### src/watchpoint_regs.svh
// Constants for the watchpoint comparator unit.
`ifndef WATCHPOINT_REGS_SVH
`define WATCHPOINT_REGS_SVH
// ****************************************************************
// Scan chain layout
// ****************************************************************
`define WP_CHAIN_LEN 38
`define WP_DATA_LSB 0
`define WP_DATA_MSB 31
`define WP_ADDR_LSB 32
`define WP_ADDR_MSB 36
`define WP_RW_BIT 37
// ****************************************************************
// Register addresses (unit 1 adds 8)
// ****************************************************************
`define WP_UNIT_STRIDE 5'h08
`define WP_ADDR_VAL 5'h10
`define WP_ADDR_MSK 5'h11
`define WP_DATA_VAL 5'h12
`define WP_DATA_MSK 5'h13
`define WP_CTRL_VAL 5'h14
`define WP_CTRL_MSK 5'h15
// ****************************************************************
// Control field positions
// ****************************************************************
`define WP_CTL_WRITE 0
`define WP_CTL_SIZE_LSB 1
`define WP_CTL_SIZE_MSB 2
`define WP_CTL_FETCHDATA 3
`define WP_CTL_PRIV 4
`define WP_CTL_EXT 5
`define WP_CTL_CHAIN 6
`define WP_CTL_RANGE 7
`define WP_CTL_ENABLE 8
// ****************************************************************
// Reset values
// ****************************************************************
`define WP_RST_VAL32 32'h00000000
`define WP_RST_MSK32 32'hFFFFFFFF
`define WP_RST_CTRL_VAL 9'h000
`define WP_RST_CTRL_MSK 8'hFF
`endif

### src/watchpoint_pkg.sv
// Types for the watchpoint comparator unit.
package watchpoint_pkg;
  typedef enum logic [3:0] {
    TAP_RESET, TAP_IDLE, TAP_SELDR, TAP_CAPDR, TAP_SHDR, TAP_EX1DR,
    TAP_PAUSEDR, TAP_EX2DR, TAP_UPDDR, TAP_SELIR, TAP_CAPIR, TAP_SHIR,
    TAP_EX1IR, TAP_PAUSEIR, TAP_EX2IR, TAP_UPDIR
  } tap_state_e;
  typedef logic [31:0] word_t;
endpackage

### src/watchpoint_comparator_unit.sv
// Top of the two-unit watchpoint comparator with its scan chain.
`timescale 1ns/100ps
`include "watchpoint_regs.svh"
module watchpoint_comparator_unit
  import watchpoint_pkg::*;
(
  // Clock and reset
  input wire logic clk,
  input wire logic reset,
  // TAP pins
  input wire logic tck,
  input wire logic tms,
  input wire logic tdi,
  input wire logic debug_tap_reset_n,
  output logic tdo,
  // Core bus
  input wire logic [31:0] busAddr,
  input wire logic [31:0] busData,
  input wire logic busValid,
  input wire logic busWrite,
  input wire logic [1:0] busSize,
  input wire logic fetch_or_data_bit,
  input wire logic privilege_bit,
  input wire logic [1:0] external_condition_in,
  // Exception events
  input wire logic prefetchAbort,
  input wire logic dataAbort,
  input wire logic irqPending,
  input wire logic debugExit,
  // Break and debug state
  output logic break_request,
  output logic debugState,
  output logic interruptsDisabled,
  output logic irqRemembered,
  output logic abortRemembered,
  output logic abortModeEntry,
  output logic linked_match_out,
  output logic range_couple_out
);
  // ****************************************************************
  // Pin synchronisers and TCK edge detection
  // ****************************************************************
  logic [1:0] tckSync_reg, tmsSync_reg, tdiSync_reg, trstSync_reg;
  logic tckLast_reg;
  logic tckRise, tckFall, tapResetHeld;

  always_ff @(posedge clk) begin
    if (reset) begin
      tckSync_reg <= 2'h0;
    end else begin
      tckSync_reg <= {tckSync_reg[0], tck};
    end
  end

  always_ff @(posedge clk) begin
    if (reset) begin
      tmsSync_reg <= 2'h0;
    end else begin
      tmsSync_reg <= {tmsSync_reg[0], tms};
    end
  end

  always_ff @(posedge clk) begin
    if (reset) begin
      tdiSync_reg <= 2'h0;
    end else begin
      tdiSync_reg <= {tdiSync_reg[0], tdi};
    end
  end

  always_ff @(posedge clk) begin
    if (reset) begin
      trstSync_reg <= 2'h0;
    end else begin
      trstSync_reg <= {trstSync_reg[0], debug_tap_reset_n};
    end
  end

  always_ff @(posedge clk) begin
    if (reset) begin
      tckLast_reg <= 1'b0;
    end else begin
      tckLast_reg <= tckSync_reg[1];
    end
  end

  assign tckRise = tckSync_reg[1] && !tckLast_reg;
  assign tckFall = !tckSync_reg[1] && tckLast_reg;
  assign tapResetHeld = !trstSync_reg[1];

  // ****************************************************************
  // TAP state machine
  // ****************************************************************
  tap_state_e tap_reg, tap_next;

  always_comb begin
    case (tap_reg)
      TAP_RESET: tap_next = tmsSync_reg[1] ? TAP_RESET : TAP_IDLE;
      TAP_IDLE: tap_next = tmsSync_reg[1] ? TAP_SELDR : TAP_IDLE;
      TAP_SELDR: tap_next = tmsSync_reg[1] ? TAP_SELIR : TAP_CAPDR;
      TAP_CAPDR: tap_next = tmsSync_reg[1] ? TAP_EX1DR : TAP_SHDR;
      TAP_SHDR: tap_next = tmsSync_reg[1] ? TAP_EX1DR : TAP_SHDR;
      TAP_EX1DR: tap_next = tmsSync_reg[1] ? TAP_UPDDR : TAP_PAUSEDR;
      TAP_PAUSEDR: tap_next = tmsSync_reg[1] ? TAP_EX2DR : TAP_PAUSEDR;
      TAP_EX2DR: tap_next = tmsSync_reg[1] ? TAP_UPDDR : TAP_SHDR;
      TAP_UPDDR: tap_next = tmsSync_reg[1] ? TAP_SELDR : TAP_IDLE;
      TAP_SELIR: tap_next = tmsSync_reg[1] ? TAP_RESET : TAP_CAPIR;
      TAP_CAPIR: tap_next = tmsSync_reg[1] ? TAP_EX1IR : TAP_SHIR;
      TAP_SHIR: tap_next = tmsSync_reg[1] ? TAP_EX1IR : TAP_SHIR;
      TAP_EX1IR: tap_next = tmsSync_reg[1] ? TAP_UPDIR : TAP_PAUSEIR;
      TAP_PAUSEIR: tap_next = tmsSync_reg[1] ? TAP_EX2IR : TAP_PAUSEIR;
      TAP_EX2IR: tap_next = tmsSync_reg[1] ? TAP_UPDIR : TAP_SHIR;
      TAP_UPDIR: tap_next = tmsSync_reg[1] ? TAP_SELDR : TAP_IDLE;
      default: tap_next = TAP_RESET;
    endcase
  end

  always_ff @(posedge clk) begin
    if (reset || tapResetHeld) begin
      tap_reg <= TAP_RESET;
    end else if (tckRise) begin
      tap_reg <= tap_next;
    end
  end

  // ****************************************************************
  // 38-bit scan chain
  // ****************************************************************
  logic [`WP_CHAIN_LEN-1:0] chain_reg;
  logic updatePulse_reg;
  logic [31:0] rdata0, rdata1, readMux;
  logic [4:0] chainAddr;
  logic chainRw, unitSel, inRange;
  logic [2:0] regSel;

  assign chainAddr = chain_reg[`WP_ADDR_MSB:`WP_ADDR_LSB];
  assign chainRw = chain_reg[`WP_RW_BIT];
  assign unitSel = chainAddr[3];
  assign regSel = chainAddr[2:0];
  assign inRange = chainAddr[4] &&
    (regSel <= 3'(`WP_CTRL_MSK - `WP_ADDR_VAL));
  assign readMux = unitSel ? rdata1 : rdata0;

  // Shift LSB first on TCK rise; read data lands on the following update.
  always_ff @(posedge clk) begin
    if (reset || tapResetHeld) begin
      chain_reg <= '0;
    end else if (tckRise && tap_reg == TAP_SHDR) begin
      chain_reg <= {tdiSync_reg[1], chain_reg[`WP_CHAIN_LEN-1:1]};
    end else if (updatePulse_reg && !chainRw && inRange) begin
      chain_reg[`WP_DATA_MSB:`WP_DATA_LSB] <= readMux;
    end
  end

  always_ff @(posedge clk) begin
    if (reset || tapResetHeld) begin
      updatePulse_reg <= 1'b0;
    end else begin
      updatePulse_reg <= tckRise && tap_next == TAP_UPDDR &&
        tap_reg != TAP_UPDDR;
    end
  end

  always_ff @(posedge clk) begin
    if (reset) begin
      tdo <= 1'b0;
    end else if (tckFall) begin
      tdo <= chain_reg[0];
    end
  end

  // ****************************************************************
  // Comparator units
  // ****************************************************************
  logic wr0, wr1, hit0, hit1, link1, rng1;
  logic [8:0] ctrl0, ctrl1;

  assign wr0 = updatePulse_reg && chainRw && inRange && !unitSel;
  assign wr1 = updatePulse_reg && chainRw && inRange && unitSel;
  // Observed control word in control-register layout.
  assign ctrl1 = {1'b0, 1'b0, 1'b0, external_condition_in[1],
    privilege_bit, fetch_or_data_bit,
    busSize, busWrite};
  assign ctrl0 = {1'b0, rng1, link1, external_condition_in[0],
    privilege_bit, fetch_or_data_bit, busSize, busWrite};

  watchpoint_unit unit0 (
    .clk(clk),
    .reset(reset),
    .tapResetHeld(tapResetHeld),
    .regWrite(wr0),
    .regSel(regSel),
    .regWdata(chain_reg[`WP_DATA_MSB:`WP_DATA_LSB]),
    .regRdata(rdata0),
    .busAddr(busAddr),
    .busData(busData),
    .busValid(busValid),
    .busCtrl(ctrl0),
    .matchPulse(hit0),
    .linkedMatchOut(),
    .rangeCoupleOut()
  );

  watchpoint_unit unit1 (
    .clk(clk),
    .reset(reset),
    .tapResetHeld(tapResetHeld),
    .regWrite(wr1),
    .regSel(regSel),
    .regWdata(chain_reg[`WP_DATA_MSB:`WP_DATA_LSB]),
    .regRdata(rdata1),
    .busAddr(busAddr),
    .busData(busData),
    .busValid(busValid),
    .busCtrl(ctrl1),
    .matchPulse(hit1),
    .linkedMatchOut(link1),
    .rangeCoupleOut(rng1)
  );

  // ****************************************************************
  // Debug entry priority
  // ****************************************************************
  logic anyHit, fetchHit, enterDebug;

  assign anyHit = hit0 || hit1;
  assign fetchHit = anyHit && !fetch_or_data_bit;
  assign enterDebug = !debugState && anyHit &&
    !(fetchHit && prefetchAbort);

  always_ff @(posedge clk) begin
    if (reset) begin
      break_request <= 1'b0;
    end else begin
      break_request <= enterDebug;
    end
  end

  always_ff @(posedge clk) begin
    if (reset) begin
      linked_match_out <= 1'b0;
    end else begin
      linked_match_out <= link1;
    end
  end

  always_ff @(posedge clk) begin
    if (reset) begin
      range_couple_out <= 1'b0;
    end else begin
      range_couple_out <= rng1;
    end
  end

  always_ff @(posedge clk) begin
    if (reset) begin
      debugState <= 1'b0;
    end else if (enterDebug) begin
      debugState <= 1'b1;
    end else if (debugExit) begin
      debugState <= 1'b0;
    end
  end

  always_ff @(posedge clk) begin
    if (reset) begin
      interruptsDisabled <= 1'b0;
    end else if (enterDebug) begin
      interruptsDisabled <= 1'b1;
    end else if (debugExit) begin
      interruptsDisabled <= 1'b0;
    end
  end

  always_ff @(posedge clk) begin
    if (reset) begin
      irqRemembered <= 1'b0;
    end else if (enterDebug) begin
      irqRemembered <= irqPending;
    end else if (debugExit) begin
      irqRemembered <= 1'b0;
    end
  end

  always_ff @(posedge clk) begin
    if (reset) begin
      abortRemembered <= 1'b0;
    end else if (enterDebug) begin
      abortRemembered <= dataAbort && fetch_or_data_bit;
    end else if (debugExit) begin
      abortRemembered <= 1'b0;
    end
  end

  always_ff @(posedge clk) begin
    if (reset) begin
      abortModeEntry <= 1'b0;
    end else if (enterDebug) begin
      abortModeEntry <= dataAbort && fetch_or_data_bit;
    end else if (debugExit) begin
      abortModeEntry <= 1'b0;
    end
  end
endmodule

### src/watchpoint_unit.sv
// One watchpoint comparator unit with its value and mask registers.
`timescale 1ns/100ps
`include "watchpoint_regs.svh"
module watchpoint_unit
  import watchpoint_pkg::*;
(
  // Clock and reset
  input wire logic clk,
  input wire logic reset,
  input wire logic tapResetHeld,
  // Register access
  input wire logic regWrite,
  input wire logic [2:0] regSel,
  input wire logic [31:0] regWdata,
  output logic [31:0] regRdata,
  // Bus observation
  input wire logic [31:0] busAddr,
  input wire logic [31:0] busData,
  input wire logic busValid,
  input wire logic [8:0] busCtrl,
  // Coupling
  output logic matchPulse,
  output logic linkedMatchOut,
  output logic rangeCoupleOut
);
  word_t addrVal_reg, addrMsk_reg, dataVal_reg, dataMsk_reg;
  logic [8:0] ctrlVal_reg;
  logic [7:0] ctrlMsk_reg;
  logic addrCtlHit, dataHit;

  // Masked equality: a set mask bit always matches.
  function automatic logic masked_eq(input word_t obs, input word_t val,
                                     input word_t msk);
    masked_eq = &(~(obs ^ val) | msk);
  endfunction

  // ****************************************************************
  // Registers
  // ****************************************************************
  always_ff @(posedge clk) begin
    if (reset) begin
      addrVal_reg <= `WP_RST_VAL32;
      addrMsk_reg <= `WP_RST_MSK32;
      dataVal_reg <= `WP_RST_VAL32;
      dataMsk_reg <= `WP_RST_MSK32;
      ctrlVal_reg <= `WP_RST_CTRL_VAL;
      ctrlMsk_reg <= `WP_RST_CTRL_MSK;
    end else if (regWrite) begin
      case (regSel)
        3'h0: addrVal_reg <= regWdata;
        3'h1: addrMsk_reg <= regWdata;
        3'h2: dataVal_reg <= regWdata;
        3'h3: dataMsk_reg <= regWdata;
        3'h4: ctrlVal_reg <= regWdata[8:0];
        3'h5: ctrlMsk_reg <= regWdata[7:0];
        default: ;
      endcase
    end
  end

  always_comb begin
    case (regSel)
      3'h0: regRdata = addrVal_reg;
      3'h1: regRdata = addrMsk_reg;
      3'h2: regRdata = dataVal_reg;
      3'h3: regRdata = dataMsk_reg;
      3'h4: regRdata = {23'h000000, ctrlVal_reg};
      3'h5: regRdata = {24'h000000, ctrlMsk_reg};
      default: regRdata = 32'h00000000;
    endcase
  end

  // ****************************************************************
  // Comparators
  // ****************************************************************
  // Enable bit has no mask and is excluded from the masked compare.
  assign addrCtlHit = masked_eq(busAddr, addrVal_reg, addrMsk_reg) &&
    masked_eq({24'h000000, busCtrl[7:0]}, {24'h000000, ctrlVal_reg[7:0]},
              {24'hFFFFFF, ctrlMsk_reg}) && busValid;
  assign dataHit = masked_eq(busData, dataVal_reg, dataMsk_reg);
  assign matchPulse = addrCtlHit && dataHit &&
    ctrlVal_reg[`WP_CTL_ENABLE];
  assign rangeCoupleOut = addrCtlHit && dataHit;

  always_ff @(posedge clk) begin
    if (reset || tapResetHeld) begin
      linkedMatchOut <= 1'b0;
    end else if (regWrite && regSel == 3'h4) begin
      linkedMatchOut <= 1'b0;
    end else if (addrCtlHit) begin
      linkedMatchOut <= dataHit;
    end
  end
endmodule
### config.mk
export PLATFORM = sky130hd
export DESIGN_NAME = watchpoint_comparator_unit
export DESIGN_NICKNAME = d
export VERILOG_FILES = /design/src/watchpoint_pkg.sv /design/src/watchpoint_comparator_unit.sv /design/src/watchpoint_unit.sv
export VERILOG_INCLUDE_DIRS = /design/src
export SDC_FILE = /design/constraint.sdc
export NUM_CORES = 1
export LEC_CHECK = 0
export BUFFER_PORTS_ARGS = -buffer_cell sky130_fd_sc_hd__buf_2
export CAP_MARGIN = 25
export CORE_MARGIN = 2
export CORE_UTILIZATION = 39
export CTS_BUF_LIST = sky130_fd_sc_hd__clkbuf_8
export DETAILED_ROUTE_END_ITERATION = 8
export PLACE_DENSITY = 0.57
export SYNTH_ARGS = -nofsm -noshare
export SYNTH_HDL_FRONTEND = slang
export SYNTH_HIERARCHICAL = 1
export SYNTH_SLANG_ARGS = --single-unit
### constraint.sdc
create_clock -name clk -period 8.4 [get_ports clk]
set_input_delay 2.52 -clock clk [delete_from_list [all_inputs] [get_ports clk]]
set_output_delay 2.52 -clock clk [all_outputs]
set_load 0.005 [all_outputs]
==> run summary <==
Status = finished clean
Min Hold Slack = 429.0 ps
Final #Nets = 2,227
Maximum VDD drop = 0.0001587 V
Count of final hold-check violations = 0
FP Rows = 77
Worst min-delay path category = reg -> reg
Yosys synthesis warning count = 6
Starting Density = 0.3933
Syn Inst Count = 2,126
Overall routing resource usage = 0.2805
IO Count = 91
Clock-pin slew on the worst setup and hold paths = 60 ps
Endpoints failing setup = 0
Max Root-Sink Buffers = 3
Total Wirelength = 66,390 µm
Fin Clk Skew = 30.69 ps
Fin crit period = 5355 ps
Final period util = 0.6375
DR vias = 16,090
RSZ-0062 raised after global routing = false
Pint = 2679 µW
Post-CTS sizing = 0
Max Freq = 0.1867 GHz
DR iter-0 viols = 2,123
CTS HTree Levels = 2
Total CTS buffers = 60
Place WS = 2446 ps
Final HPWL DP = 44,030 µm
Die footprint = 46,000 µm²
Hold-fix buffers at CTS = 0
TritonCTS clock tree = yes
Clock latency on the worst-skew pair = 670 ps
Gr ovfl total = 0
Clock power share = 0.491
Core area = 43,930 µm²
Type of the worst setup path = in -> reg
DRC violations left = 0
IO buf count = 90
Vias per cell = 5.771
Setup crit end kind = flop
Switch Pwr = 828.4 µW
Share of post-route cells with drive strength above 1 = 0.1408
1st-pass router iterations = 6
Avg WL per Cell = 23.81 µm
Pleak = 0.007180 µW
Setup tns final = 0 ps
Setup Fix Bufs, Post-CTS = 0
Sw Share = 0.2362
Initial antenna violation count = 2
Cells on worst reg2reg path = 6
Largest net degree at the start of global routing = 138
Total of max-cap violations = 0
Sequential power share = 0.474
Root buffer cell = clkbuf_8
Mapped Area = 17,280 µm²
Max-slew headroom = 0.3040
Global-route wire length before repair = 98,100 µm
Hold depth = 1
Flip-flop count of the largest register after layout = 38
Crit path max fanout = 4
WP data required = 8930 ps
Max-slew violation count = 0
Final setup margin = 3045 ps
Syn avg cell area = 8.126 µm²
CTS Sinks = 350
Crit path DAT = 5880 ps
DIE WIDTH = 214.5 µm
GP Congestion = 0.9156
Synthesis-to-finish area growth = 11.99%
Slew @ Worst Pin = 1044 ps
Combinational Power Share = 0.035
Final antenna-violating net count = 0
Crit path launch type = primary input
Pwr dens = 181.3 nW/µm²
Die Span Y = 214.5 µm
Number of global-route vias before repair = 15,010
## metal layers
layer  global-route usage  vias to the layer above  part of all wire
met5                    0                        -           0.00020
met4              0.09769                        2             0.033
met3              0.04695                      142             0.093
met2               0.4324                      859              0.44
met1               0.3956                     7761              0.43
li1                     -                     7325                 -
## power by group through the flow
stage	clock [µW]	sequential, µW	combinational (µW)
after global routing	1820	1660	128
after CTS	1740	1660	119
final	1720	1660	121
after floorplan	0	1700	66.9
after global placement	0	1700	118
after detailed placement	0	1700	118
## cell usage in the layout, fill, tap and decap left out, types with 10 or more instances in the layout
cell type and n:
a21oi_1 168, a22oi_1 97, buf_2 89, buf_4 19, clkbuf_8 87, clkinv_2 11
dfxtp_1 347, inv_1 24, mux2_2 36, mux2i_1 62, nand2_1 679, nand3b_1 149
nor2_1 34, nor2b_1 20, nor4_1 16, o21ai_0 10, o22ai_1 86, o22ai_2 26
xnor2_1 144
## cell type report
| cell class | instances | area (µm²) |
|---|---|---|
| Fill cell | 4463 | 24580 |
| Timing Repair Buffer | 111 | 649.4 |
| Clock buffer | 86 | 1184 |
| Antenna cell | 1 | 2.502 |
| Tap cell | 592 | 740.7 |
| Sequential cell | 350 | 7010 |
| Clock inverter | 26 | 163.9 |
| Multi-Input combinational cell | 1611 | 9555 |
| Inverter | 11 | 41.29 |
## critical path: stages
cell       delay [ps]
buf_2             150
xnor2_1           280
o22ai_1           160
nor4_1            440
o2111ai_1         290
nor4_2            490
xnor2_1           170
o22ai_1            90
nor4_1            160
nand2_1            90
nor4_2            250
and2_1            150
nor2_1             70
a211o_1           330
mux2i_1           160
nor2_1             50
## stage by stage
step / util / instance area (µm²) / instances / total power, µW
finish: 0.4404 / 19350 / 2788 / 3508
global route: 0.4404 / 19350 / 2788 / 3612
CTS: 0.4393 / 19300 / 2785 / 3526
detailed placement: 0.4086 / 17950 / 2673 / 1818
global placement: 0.4084 / 17940 / 2672 / 1818
floorplan: - / 17280 / 2127 / 1766
## final timing paths
path                                      from               endpoint  slack, ps
worst min-delay path            tdiSync_reg[0]         tdiSync_reg[1]        430
worst min register to register  tdiSync_reg[0]         tdiSync_reg[1]        430
worst max-delay path               busAddr[18]          irqRemembered       3040
worst max register to register   chain_reg[32]  unit0/addrMsk_reg[10]       4530
No activity file was read; power rests on OpenSTA's default activity.
